[src/out4_map.svh]
/*
 * Register addresses, reset values, response codes and divider defaults
 * for the output-four control block.
 * Assumes an 8-bit byte address on the register bus and 32-bit data.
 */
`ifndef OUT4_MAP_SVH
`define OUT4_MAP_SVH

// ============================================================
// register map
`define OUT4_CTRL_ADDR      8'h14
`define OUT4_STAT_ADDR      8'h18
`define OUT4_CTRL_RESET     8'h80
`define OUT4_WORD_PAD       24'h000000
`define OUT4_LOW_LANE       0

// ============================================================
// bus responses
`define OUT4_RESP_OKAY      2'h0
`define OUT4_RESP_SLVERR    2'h2

// ============================================================
// drive strength in milliamps
`define OUT4_MA_2           4'h2
`define OUT4_MA_4           4'h4
`define OUT4_MA_6           4'h6
`define OUT4_MA_8           4'h8

// ============================================================
// divider defaults: half period in reference edges plus a fraction
`define OUT4_DIV_INT        8'h04
`define OUT4_DIV_FRAC_NUM   8'h01
`define OUT4_DIV_FRAC_DEN   8'h03

`endif

[src/out4_pkg.sv]
/*
 * Types shared by the output-four control block: field layout of the
 * control byte, source and drive encodings, and the write request bundle.
 * Assumes nothing beyond a SystemVerilog compiler.
 */
`default_nettype none
package out4_pkg;

	// ============================================================
	// widths
	localparam int ADDR_W = 8;

	// ============================================================
	// field encodings
	typedef enum logic [1:0] {
		SRC_CRYSTAL,
		SRC_EXT_CLOCK,
		SRC_RESERVED,
		SRC_DIVIDER
	} source_t;

	typedef enum logic [1:0] {
		DRIVE_2MA,
		DRIVE_4MA,
		DRIVE_6MA,
		DRIVE_8MA
	} drive_t;

	// ============================================================
	// control byte, msb first
	typedef struct packed {
		logic    out4_power_down;
		logic    out4_divider_integer_mode;
		logic    out4_divider_reference_select;
		logic    out4_invert;
		source_t out4_source_select;
		drive_t  out4_drive_strength;
	} ctrl_t;

	// ============================================================
	// write request handed from the bus slave to the register file
	typedef struct packed {
		logic [ADDR_W-1:0] addr;
		logic [31:0]       data;
		logic [3:0]        strb;
	} wr_req_t;

endpackage

`default_nettype wire

[src/out4_axil_slave.sv]
/*
 * AXI4-Lite slave front end: takes write address and data in either order,
 * one write and one read at a time, and hands single-cycle strobes on.
 * Assumes the register file decodes combinationally and answers errors.
 */
`timescale 1ns/1ps
`default_nettype none
`include "out4_map.svh"

module out4_axil_slave (
	// clock and reset
	input  wire logic                          aclk,
	input  wire logic                          aresetn,
	// write address and data channels
	input  wire logic [out4_pkg::ADDR_W-1:0]   awaddr,
	input  wire logic                          awvalid,
	output var  logic                          awready,
	input  wire logic [31:0]                   wdata,
	input  wire logic [3:0]                    wstrb,
	input  wire logic                          wvalid,
	output var  logic                          wready,
	// write response channel
	output var  logic [1:0]                    bresp,
	output var  logic                          bvalid,
	input  wire logic                          bready,
	// read channels
	input  wire logic [out4_pkg::ADDR_W-1:0]   araddr,
	input  wire logic                          arvalid,
	output var  logic                          arready,
	output var  logic [31:0]                   rdata,
	output var  logic [1:0]                    rresp,
	output var  logic                          rvalid,
	input  wire logic                          rready,
	// register file side
	output var  out4_pkg::wr_req_t             wr_req,
	output var  logic                          wr_en,
	input  wire logic                          wr_err,
	output var  logic                          rd_en,
	output var  logic [out4_pkg::ADDR_W-1:0]   rd_addr,
	input  wire logic [31:0]                   rd_data,
	input  wire logic                          rd_err
);

	logic              aw_got_r;
	logic              w_got_r;
	logic              bvalid_r;
	logic              rvalid_r;
	logic [1:0]        bresp_r;
	logic [1:0]        rresp_r;
	logic [31:0]       rdata_r;
	out4_pkg::wr_req_t req_r;

	// ============================================================
	// handshakes: each channel closes until its response is taken
	assign awready = !aw_got_r && !bvalid_r;
	assign wready  = !w_got_r && !bvalid_r;
	assign wr_en   = aw_got_r && w_got_r && !bvalid_r;
	assign wr_req  = req_r;
	assign arready = !rvalid_r;
	assign rd_en   = arvalid && arready;
	assign rd_addr = araddr;
	assign bvalid  = bvalid_r;
	assign bresp   = bresp_r;
	assign rvalid  = rvalid_r;
	assign rresp   = rresp_r;
	assign rdata   = rdata_r;

	// write path: address and data latch independently
	always_ff @(posedge aclk) begin
		if (!aresetn) begin
			aw_got_r <= 1'b0;
			w_got_r  <= 1'b0;
			bvalid_r <= 1'b0;
			bresp_r  <= `OUT4_RESP_OKAY;
			req_r    <= '0;
		end else begin
			if (awvalid && awready) begin
				aw_got_r   <= 1'b1;
				req_r.addr <= awaddr;
			end else if (wr_en) begin
				aw_got_r <= 1'b0;
			end
			if (wvalid && wready) begin
				w_got_r    <= 1'b1;
				req_r.data <= wdata;
				req_r.strb <= wstrb;
			end else if (wr_en) begin
				w_got_r <= 1'b0;
			end
			if (wr_en) begin
				bvalid_r <= 1'b1;
				bresp_r  <= wr_err ? `OUT4_RESP_SLVERR : `OUT4_RESP_OKAY;
			end else if (bready) begin
				bvalid_r <= 1'b0;
			end
		end
	end

	// read path: data captured in the cycle the address is taken
	always_ff @(posedge aclk) begin
		if (!aresetn) begin
			rvalid_r <= 1'b0;
			rresp_r  <= `OUT4_RESP_OKAY;
			rdata_r  <= '0;
		end else if (rd_en) begin
			rvalid_r <= 1'b1;
			rresp_r  <= rd_err ? `OUT4_RESP_SLVERR : `OUT4_RESP_OKAY;
			rdata_r  <= rd_data;
		end else if (rready) begin
			rvalid_r <= 1'b0;
		end
	end

endmodule

`default_nettype wire

[src/out4_frac_divider.sv]
/*
 * Output divider for channel four: toggles its output every DIV_INT
 * reference edges, stretching a half period by one edge whenever the
 * fractional accumulator overflows.
 * Assumes ref_tick is a one-cycle pulse per reference rising edge.
 */
`timescale 1ns/1ps
`default_nettype none
`include "out4_map.svh"

module out4_frac_divider #(
	parameter int               INT_W    = 8,
	parameter logic [INT_W-1:0] DIV_INT  = `OUT4_DIV_INT,
	parameter logic [INT_W-1:0] FRAC_NUM = `OUT4_DIV_FRAC_NUM,
	parameter logic [INT_W-1:0] FRAC_DEN = `OUT4_DIV_FRAC_DEN
) (
	// clock and reset
	input  wire logic aclk,
	input  wire logic aresetn,
	// control
	input  wire logic run,
	input  wire logic integer_mode,
	input  wire logic ref_tick,
	// divided clock and stretch marker
	output var  logic div_clk,
	output var  logic stretch
);

	logic [INT_W-1:0] cnt_r;
	logic [INT_W-1:0] acc_r;
	logic             div_clk_r;
	logic             extra_r;
	logic [INT_W:0]   acc_sum;
	logic             at_end;
	logic             overflow;
	logic             toggle;

	// ============================================================
	// half-period decision; integer mode never stretches
	assign acc_sum  = {1'b0, acc_r} + {1'b0, FRAC_NUM};
	assign at_end   = ref_tick && (cnt_r == DIV_INT - 1'b1);
	assign overflow = !integer_mode && !extra_r && (acc_sum >= {1'b0, FRAC_DEN});
	assign stretch  = at_end && overflow;
	assign toggle   = ref_tick && (extra_r || (at_end && !overflow));
	assign div_clk  = div_clk_r;

	// stopped divider holds everything cleared to save power
	always_ff @(posedge aclk) begin
		if (!aresetn || !run) begin
			cnt_r     <= '0;
			acc_r     <= '0;
			div_clk_r <= 1'b0;
			extra_r   <= 1'b0;
		end else begin
			if (toggle) begin
				div_clk_r <= ~div_clk_r;
				cnt_r     <= '0;
				extra_r   <= 1'b0;
			end else if (stretch) begin
				extra_r <= 1'b1;
			end else if (ref_tick) begin
				cnt_r <= cnt_r + 1'b1;
			end
			if (integer_mode) begin
				acc_r <= '0;
			end else if (at_end && !extra_r) begin
				acc_r <= overflow ? acc_sum[INT_W-1:0] - FRAC_DEN : acc_sum[INT_W-1:0];
			end
		end
	end

endmodule

`default_nettype wire

[src/out4_control.sv]
/*
 * Control register and output path for clock output four: the control
 * byte, a read-only status byte, source selection, inversion, power
 * down, drive strength and the output divider.
 * Assumes 10 MHz aclk, synchronous active-low reset, AXI4-Lite master,
 * and source clocks far slower than aclk (they are sampled as levels).
 */
// Behaviour
// - control bit 7 set powers the output driver down; clear keeps it up.
// - control bit 6 set forces integer divider mode; clear runs fractional.
// - control bit 5 picks the divider reference: first pll or second pll.
// - control bit 4 set inverts the output clock; clear passes it unchanged.
// - source field 00 routes the crystal oscillator straight to the output.
// - source field 01 routes the external clock input straight to the output.
// - source field 11 drives the output from the output divider.
// - drive field 00,01,10,11 gives 2, 4, 6 and 8 mA drive.
`timescale 1ns/1ps
`default_nettype none
`include "out4_map.svh"

module out4_control #(
	parameter int               INT_W    = 8,
	parameter logic [INT_W-1:0] DIV_INT  = `OUT4_DIV_INT,
	parameter logic [INT_W-1:0] FRAC_NUM = `OUT4_DIV_FRAC_NUM,
	parameter logic [INT_W-1:0] FRAC_DEN = `OUT4_DIV_FRAC_DEN
) (
	// clock and reset
	input  wire logic                          aclk,
	input  wire logic                          aresetn,
	// axi4-lite write channels
	input  wire logic [out4_pkg::ADDR_W-1:0]   awaddr,
	input  wire logic                          awvalid,
	output var  logic                          awready,
	input  wire logic [31:0]                   wdata,
	input  wire logic [3:0]                    wstrb,
	input  wire logic                          wvalid,
	output var  logic                          wready,
	output var  logic [1:0]                    bresp,
	output var  logic                          bvalid,
	input  wire logic                          bready,
	// axi4-lite read channels
	input  wire logic [out4_pkg::ADDR_W-1:0]   araddr,
	input  wire logic                          arvalid,
	output var  logic                          arready,
	output var  logic [31:0]                   rdata,
	output var  logic [1:0]                    rresp,
	output var  logic                          rvalid,
	input  wire logic                          rready,
	// clock sources, asynchronous to aclk
	input  wire logic                          crystal_oscillator,
	input  wire logic                          external_clock_input,
	input  wire logic                          first_pll,
	input  wire logic                          second_pll,
	// output pin and driver settings
	output var  logic                          clock_output_four,
	output var  logic                          clock_output_four_en,
	output var  logic [3:0]                    out4_drive_ma
);

	localparam int ADDR_W   = out4_pkg::ADDR_W;
	localparam int NSRC     = 4;
	localparam int IDX_CRYSTAL_OSCILLATOR = 0;
	localparam int IDX_EXT  = 1;
	localparam int IDX_FIRST_PLL = 2;
	localparam int IDX_SECOND_PLL = 3;
	localparam logic [ADDR_W-1:0] CTRL_A = `OUT4_CTRL_ADDR;
	localparam logic [ADDR_W-1:0] STAT_A = `OUT4_STAT_ADDR;

	// ============================================================
	// decoding helpers
	function automatic logic addr_is(input logic [ADDR_W-1:0] a,
	                                 input logic [ADDR_W-1:0] reg_a);
		addr_is = ({a[ADDR_W-1:2], 2'b00} == reg_a);
	endfunction

	function automatic logic [3:0] drive_ma(input out4_pkg::drive_t d);
		case (d)
			out4_pkg::DRIVE_2MA: drive_ma = `OUT4_MA_2;
			out4_pkg::DRIVE_4MA: drive_ma = `OUT4_MA_4;
			out4_pkg::DRIVE_6MA: drive_ma = `OUT4_MA_6;
			default:             drive_ma = `OUT4_MA_8;
		endcase
	endfunction

	// ============================================================
	// bus slave
	out4_pkg::wr_req_t      wr_req;
	logic                   wr_en;
	logic                   wr_err;
	logic                   rd_en;
	logic [ADDR_W-1:0]      rd_addr;
	logic [31:0]            rd_data;
	logic                   rd_err;

	out4_axil_slave u_slave (
		.aclk    (aclk),
		.aresetn (aresetn),
		.awaddr  (awaddr),
		.awvalid (awvalid),
		.awready (awready),
		.wdata   (wdata),
		.wstrb   (wstrb),
		.wvalid  (wvalid),
		.wready  (wready),
		.bresp   (bresp),
		.bvalid  (bvalid),
		.bready  (bready),
		.araddr  (araddr),
		.arvalid (arvalid),
		.arready (arready),
		.rdata   (rdata),
		.rresp   (rresp),
		.rvalid  (rvalid),
		.rready  (rready),
		.wr_req  (wr_req),
		.wr_en   (wr_en),
		.wr_err  (wr_err),
		.rd_en   (rd_en),
		.rd_addr (rd_addr),
		.rd_data (rd_data),
		.rd_err  (rd_err)
	);

	// ============================================================
	// control register
	out4_pkg::ctrl_t ctrl_r;
	logic            wr_ctrl;
	logic            wr_stat;
	logic            rd_ctrl;
	logic            rd_stat;
	logic [7:0]      stat_byte;

	// status is read-only: a write to it is accepted and dropped
	assign wr_ctrl = wr_en && addr_is(wr_req.addr, CTRL_A);
	assign wr_stat = wr_en && addr_is(wr_req.addr, STAT_A);
	assign wr_err  = !addr_is(wr_req.addr, CTRL_A) && !addr_is(wr_req.addr, STAT_A);
	assign rd_ctrl = addr_is(rd_addr, CTRL_A);
	assign rd_stat = addr_is(rd_addr, STAT_A);
	assign rd_err  = !rd_ctrl && !rd_stat;
	assign rd_data = rd_ctrl ? {`OUT4_WORD_PAD, ctrl_r} :
	                 rd_stat ? {`OUT4_WORD_PAD, stat_byte} : '0;

	// only the low byte lane carries the control byte
	always_ff @(posedge aclk) begin
		if (!aresetn) begin
			ctrl_r <= out4_pkg::ctrl_t'(`OUT4_CTRL_RESET);
		end else if (wr_ctrl && wr_req.strb[`OUT4_LOW_LANE]) begin
			ctrl_r <= out4_pkg::ctrl_t'(wr_req.data[7:0]);
		end
	end

	// ============================================================
	// source synchronisers: three stages, change taken when 2 and 3 agree
	logic [NSRC-1:0] src_raw;
	logic [NSRC-1:0] s1_r;
	logic [NSRC-1:0] s2_r;
	logic [NSRC-1:0] s3_r;
	logic [NSRC-1:0] flt_r;
	logic [NSRC-1:0] flt_prev_r;
	logic [NSRC-1:0] rise;

	assign src_raw = {second_pll, first_pll, external_clock_input, crystal_oscillator};
	assign rise    = flt_r & ~flt_prev_r;

	always_ff @(posedge aclk) begin
		if (!aresetn) begin
			s1_r       <= '0;
			s2_r       <= '0;
			s3_r       <= '0;
			flt_prev_r <= '0;
		end else begin
			s1_r       <= src_raw;
			s2_r       <= s1_r;
			s3_r       <= s2_r;
			flt_prev_r <= flt_r;
		end
	end

	// a glitch shorter than one sample never reaches the filtered level
	for (genvar g = 0; g < NSRC; g++) begin : g_filter
		always_ff @(posedge aclk) begin
			if (!aresetn) begin
				flt_r[g] <= 1'b0;
			end else if (s2_r[g] == s3_r[g]) begin
				flt_r[g] <= s3_r[g];
			end
		end
	end

	// ============================================================
	// output divider
	logic div_run;
	logic ref_tick;
	logic div_clk;
	logic div_stretch;

	// the divider only runs when it is routed out, to save power
	assign div_run  = !ctrl_r.out4_power_down
	                  && (ctrl_r.out4_source_select == out4_pkg::SRC_DIVIDER);
	assign ref_tick = ctrl_r.out4_divider_reference_select ? rise[IDX_SECOND_PLL]
	                                                       : rise[IDX_FIRST_PLL];

	// no delay offset exists here, so integer mode is always honoured
	out4_frac_divider #(
		.INT_W    (INT_W),
		.DIV_INT  (DIV_INT),
		.FRAC_NUM (FRAC_NUM),
		.FRAC_DEN (FRAC_DEN)
	) u_divider (
		.aclk         (aclk),
		.aresetn      (aresetn),
		.run          (div_run),
		.integer_mode (ctrl_r.out4_divider_integer_mode),
		.ref_tick     (ref_tick),
		.div_clk      (div_clk),
		.stretch      (div_stretch)
	);

	// ============================================================
	// output path
	logic sel_level;
	logic reserved_sel;
	logic out_r;
	logic out_en_r;
	logic [3:0] drive_ma_r;

	// reserved code drives low rather than an undefined source
	assign reserved_sel = ctrl_r.out4_source_select == out4_pkg::SRC_RESERVED;
	assign sel_level =
		(ctrl_r.out4_source_select == out4_pkg::SRC_CRYSTAL)   ? flt_r[IDX_CRYSTAL_OSCILLATOR] :
		(ctrl_r.out4_source_select == out4_pkg::SRC_EXT_CLOCK) ? flt_r[IDX_EXT]  :
		(ctrl_r.out4_source_select == out4_pkg::SRC_DIVIDER)   ? div_clk : 1'b0;
	assign stat_byte = {drive_ma_r, div_clk, out_en_r, out_r, reserved_sel};

	// driver stage: power down parks the pin low and releases it
	always_ff @(posedge aclk) begin
		if (!aresetn) begin
			out_r      <= 1'b0;
			out_en_r   <= 1'b0;
			drive_ma_r <= `OUT4_MA_2;
		end else begin
			out_r      <= !ctrl_r.out4_power_down && !reserved_sel
			              && (sel_level ^ ctrl_r.out4_invert);
			out_en_r   <= !ctrl_r.out4_power_down;
			drive_ma_r <= drive_ma(ctrl_r.out4_drive_strength);
		end
	end

	assign clock_output_four    = out_r;
	assign clock_output_four_en = out_en_r;
	assign out4_drive_ma        = drive_ma_r;
endmodule

`default_nettype wire

[config.mk]
export PLATFORM = sky130hd
export DESIGN_NAME = out4_control
export DESIGN_NICKNAME = d
export VERILOG_FILES = /design/src/out4_pkg.sv /design/src/out4_axil_slave.sv /design/src/out4_frac_divider.sv /design/src/out4_control.sv
export VERILOG_INCLUDE_DIRS = /design/src
export SDC_FILE = /design/constraint.sdc
export NUM_CORES = 1
export LEC_CHECK = 0
export ABC_AREA = 1
export BUFFER_PORTS_ARGS = -buffer_cell sky130_fd_sc_hd__buf_4
export CAP_MARGIN = 25
export CORE_ASPECT_RATIO = 0.7
export CORE_MARGIN = 2
export CORE_UTILIZATION = 39
export DETAILED_ROUTE_END_ITERATION = 8
export GPL_TIMING_DRIVEN = 0
export SYNTH_ARGS = -nofsm -noshare
export SYNTH_HDL_FRONTEND = slang
export SYNTH_SLANG_ARGS = --single-unit
export TNS_END_PERCENT = 5
[constraint.sdc]
create_clock -name aclk -period 5.38 [get_ports aclk]
set_input_delay 0 -clock aclk [delete_from_list [all_inputs] [get_ports aclk]]
set_output_delay 0 -clock aclk [all_outputs]
set_load 0.02 [all_outputs]
==> summary.md <==
| Metric | Value |
|---|---|
| GRT Resource Usage Total | around 17% |
| Post-synth top area share | between 40% and 50% |
| Final WL | 8560 um |
| Vias | 3367 |
| Worst-Skew Late Latency | 0.33 ns |
| Ant. Diodes | 0 |
| Area of the multi-input gates | 1720 sq um |
| Routed Antenna Nets | 0 |
| Final period util | 40.4% |
| Critical path arrival | ~2.4 ns |
| Lkg Pwr | 0.00244 uW |
| Unrepaired setup endpoints after global routing | false |
| Slew margin rel. | 56.5% |
| Grt ovf | 0 |
| IO Count | 110 |
| Wire per inst | 11.4 um |
| Post-synth EDFFs | 0 |
| Setup CP Type | reg2reg |
| Worst Tran Pin Value | 0.647 ns |
| Critical Path Sink Type | flop |
| Share of layout cells above drive strength 1 | about a fifth |
| Main synth FF type | dfxtp_1 |
| Initial Utilization | 40.7% |
| Fillers | 902 |
| Area grow syn2layout | 32.1% |
| PortBufs | 51 |
| Vias in the first global route | 3134 |
| Max clock buf depth | 2 |
| CTS buffer count | 9 |
| Seq cells post-synth | a little under 80 |
| Initial antenna violation count | 0 |
| Post-route DRC | 0 |
| Top post-synthesis cells by area | dfxtp_1 (42%), nand2_1 (8.3%), inv_1 (7.8%) |
| HPWL after detailed placement | 6290 um |
| Area leader, netlist | dfxtp_1 |
| Synth async-reset ratio | 0% |
| Fin. Hold Viols | 0 |
| Via density per instance | 4.47 |
| Max-Cap Viols | 0 |
| Flip-flop and latch area | 1560 sq um |
| Die area | 10400 sq um |
| Ys Warns | 0 |
| Post-synthesis cell count | 514 |
| CTS sink cnt | between 70 and 80 |
| P per Cell Area | ~290 nW/um^2 |
| Avg Cell Area, Syn | 7.29 sq um |
| Core ar. | 9220 sq um |
| GP Congestion | 0.841 |
| Final slew viol count | 0 |
| Period minus WS final | 2.17 ns |
| Crit-path max FO | 10 |
| Synth cell types | 36 |
| Nets | 694 |
| Chip Width | ~120 um |
| Rows | 29 |
| CTS tree | yes |
| Hold/Removal Path Class | in2reg |
| Global-route wire length before repair | 14500 um |
| Postcts setup bufs | 0 |
| Reg clk slew, reported paths | 0.06 ns |
| Register area share after synthesis | a little over two fifths |
| 1st-iter DRT viols | 185 |
| Status | completed |
| Root buffer cell | clkbuf_16 |
| Worst vdd ir | between 0.0002 and 0.00025 V |
| Worst setup SP type | flop |
| Final worst clock skew | 0.00508 ns |
| Netlist Area Pre-Place | about 3700 sq um |
| WP data required | 5.61 ns |
| Setup-failing EPs final | 0 |
| Setup_tns | 0 ns |
| FMAX | between 400 and 500 MHz |
| H-tree Lvls | 3 |
| Die Ht | 86.0 um |
| Largest net degree at the start of global routing | 14 |
| Drt first pass iters | 4 |
| Worst hold margin | 0.0796 ns |
[worst max-delay path, cell delays in order (launching register included)]
cell and delay, ns:
dfxtp_1 0.43, ha_1 0.32, nand2_1 0.14, nor2_2 0.12, nand3_1 0.09, nand2_1 0.15
nand2_2 0.08, nor2_4 0.14, nand2_4 0.08, nand2_4 0.08, buf_8 0.13, inv_2 0.06
nand2_1 0.06, nand3_1 0.06, nand2_1 0.09, inv_1 0.03
[cells in the final DEF, fill, tap and decap left out, types with 2 or more instances in the layout]
master,netlist,layout
bufinv_16,0,3
xor2_1,9,9
nand2_2,7,7
nand4_1,3,3
nor2_1,56,56
inv_1,78,78
dfxtp_1,78,78
a21oi_1,36,36
a211oi_1,4,4
o21bai_1,3,3
nor2_4,3,3
inv_2,6,6
buf_4,27,78
nand2_1,83,83
o211ai_1,4,4
nand2_4,2,2
conb_1,1,27
nor2_2,3,3
dlygate4sd3_1,0,22
nand3_4,2,2
clkbuf_16,0,9
nand3_1,35,35
a21oi_2,2,2
and3_1,2,2
o21ai_1,3,3
o21ai_0,38,38
nor3_1,4,4
clkinv_2,0,2
ha_1,7,7
clkbuf_1,8,8
[sequential cells by signal, indices dropped and copies added, names as in the netlist, 2 cells and up]
register         cells
s3_r                 4
s2_r                 4
u_divider.cnt_r      8
flt_r                4
s1_r                 4
ctrl_r               8
u_divider.acc_r      8
flt_prev_r           2
u_slave.rdata        8
u_slave.wr_req      15
out4_drive_ma        3
[kinds of logic (layout without fill, tap and decap cells)]
family                   after synthesis  after routing  share of synthesized area (%)
adder cells (fa/ha/maj)                7              7                           2.34
XOR/XNOR                              10             10                           2.34
AND/OR/NAND/NOR                      204            204                           24.9
buffers and inverters                121            210                           15.1
AO/OA/AOI/OAI                         93             93                           13.6
other                                  1             27                          0.100
flip-flops                            78             78                           41.7
[final cells by class]
cell class                      count  share of cell area, %
Buffer                             36                   5.00
Clock buffer                       10                   4.83
Clock inverter                      6                   2.20
Inverter                           85                   6.44
Multi-Input combinational cell    341                   34.7
Sequential cell                    78                   31.5
Tap cell                          124                   3.13
Timing Repair Buffer               73                   12.2
[report_power, final]
group / total, uW / internal, uW / switching (uW)
registers: 610 / 599 / 10.7
logic: 140 / 64.6 / 75.8
clock network: 701 / 465 / 236
total: 1450 / 1130 / 322
[cell usage after synthesis (all sizes together) (2+ instances only)]
cell    number
nor3         4
nand4        3
o21bai       3
xor2         9
o211ai       4
buf         28
nand2       92
and3         2
nor2        62
a21oi       38
o21ai       41
clkbuf       8
ha           7
dfxtp       78
or2          2
nand3       37
a211oi       4
nor4         2
inv         84
[path summary, 6_finish.rpt]
kind                      startpoint                  to  slack, ns  cells after the start
setup / recovery  u_divider.acc_r[0]  u_divider.acc_r[3]       3.21                     15
hold / removal               arvalid    u_slave.rdata[1]       0.08                      4
setup reg to reg  u_divider.acc_r[0]  u_divider.acc_r[3]       3.21                     15
hold reg to reg              s1_r[1]             s2_r[1]       0.41                      2
[through the flow]
| step | total power [uW] | instances | instance area, sq um | setup WS (ns) | utilization (%) |
|---|---|---|---|---|---|
| floorplan | 704 | 540 | 3850 | 3.58 | - |
| global route | 1510 | 753 | 4950 | 2.95 | 53.7 |
| global placement | 747 | 715 | 4380 | 3.31 | 47.6 |
| finish | 1450 | 753 | 4950 | 3.21 | 53.7 |
| CTS | 1470 | 753 | 4950 | 3.23 | 53.7 |
| detailed placement | 749 | 715 | 4380 | 3.28 | 47.6 |
[routing by layer]
layer	GRT usage, %	wire length, um	up-vias
li1	-	-	1791
met1	23.9	4370	1488
met2	26.6	3540	82
met3	5.45	562	6
met4	5.22	89	0
met5	0	0	-
[repair_timing]
item,in CTS,in global routing
gates resized for setup,0,0
hold endpoints to repair,22,0
hold buffers,22,0
No activity file was read; power rests on OpenSTA's default activity.
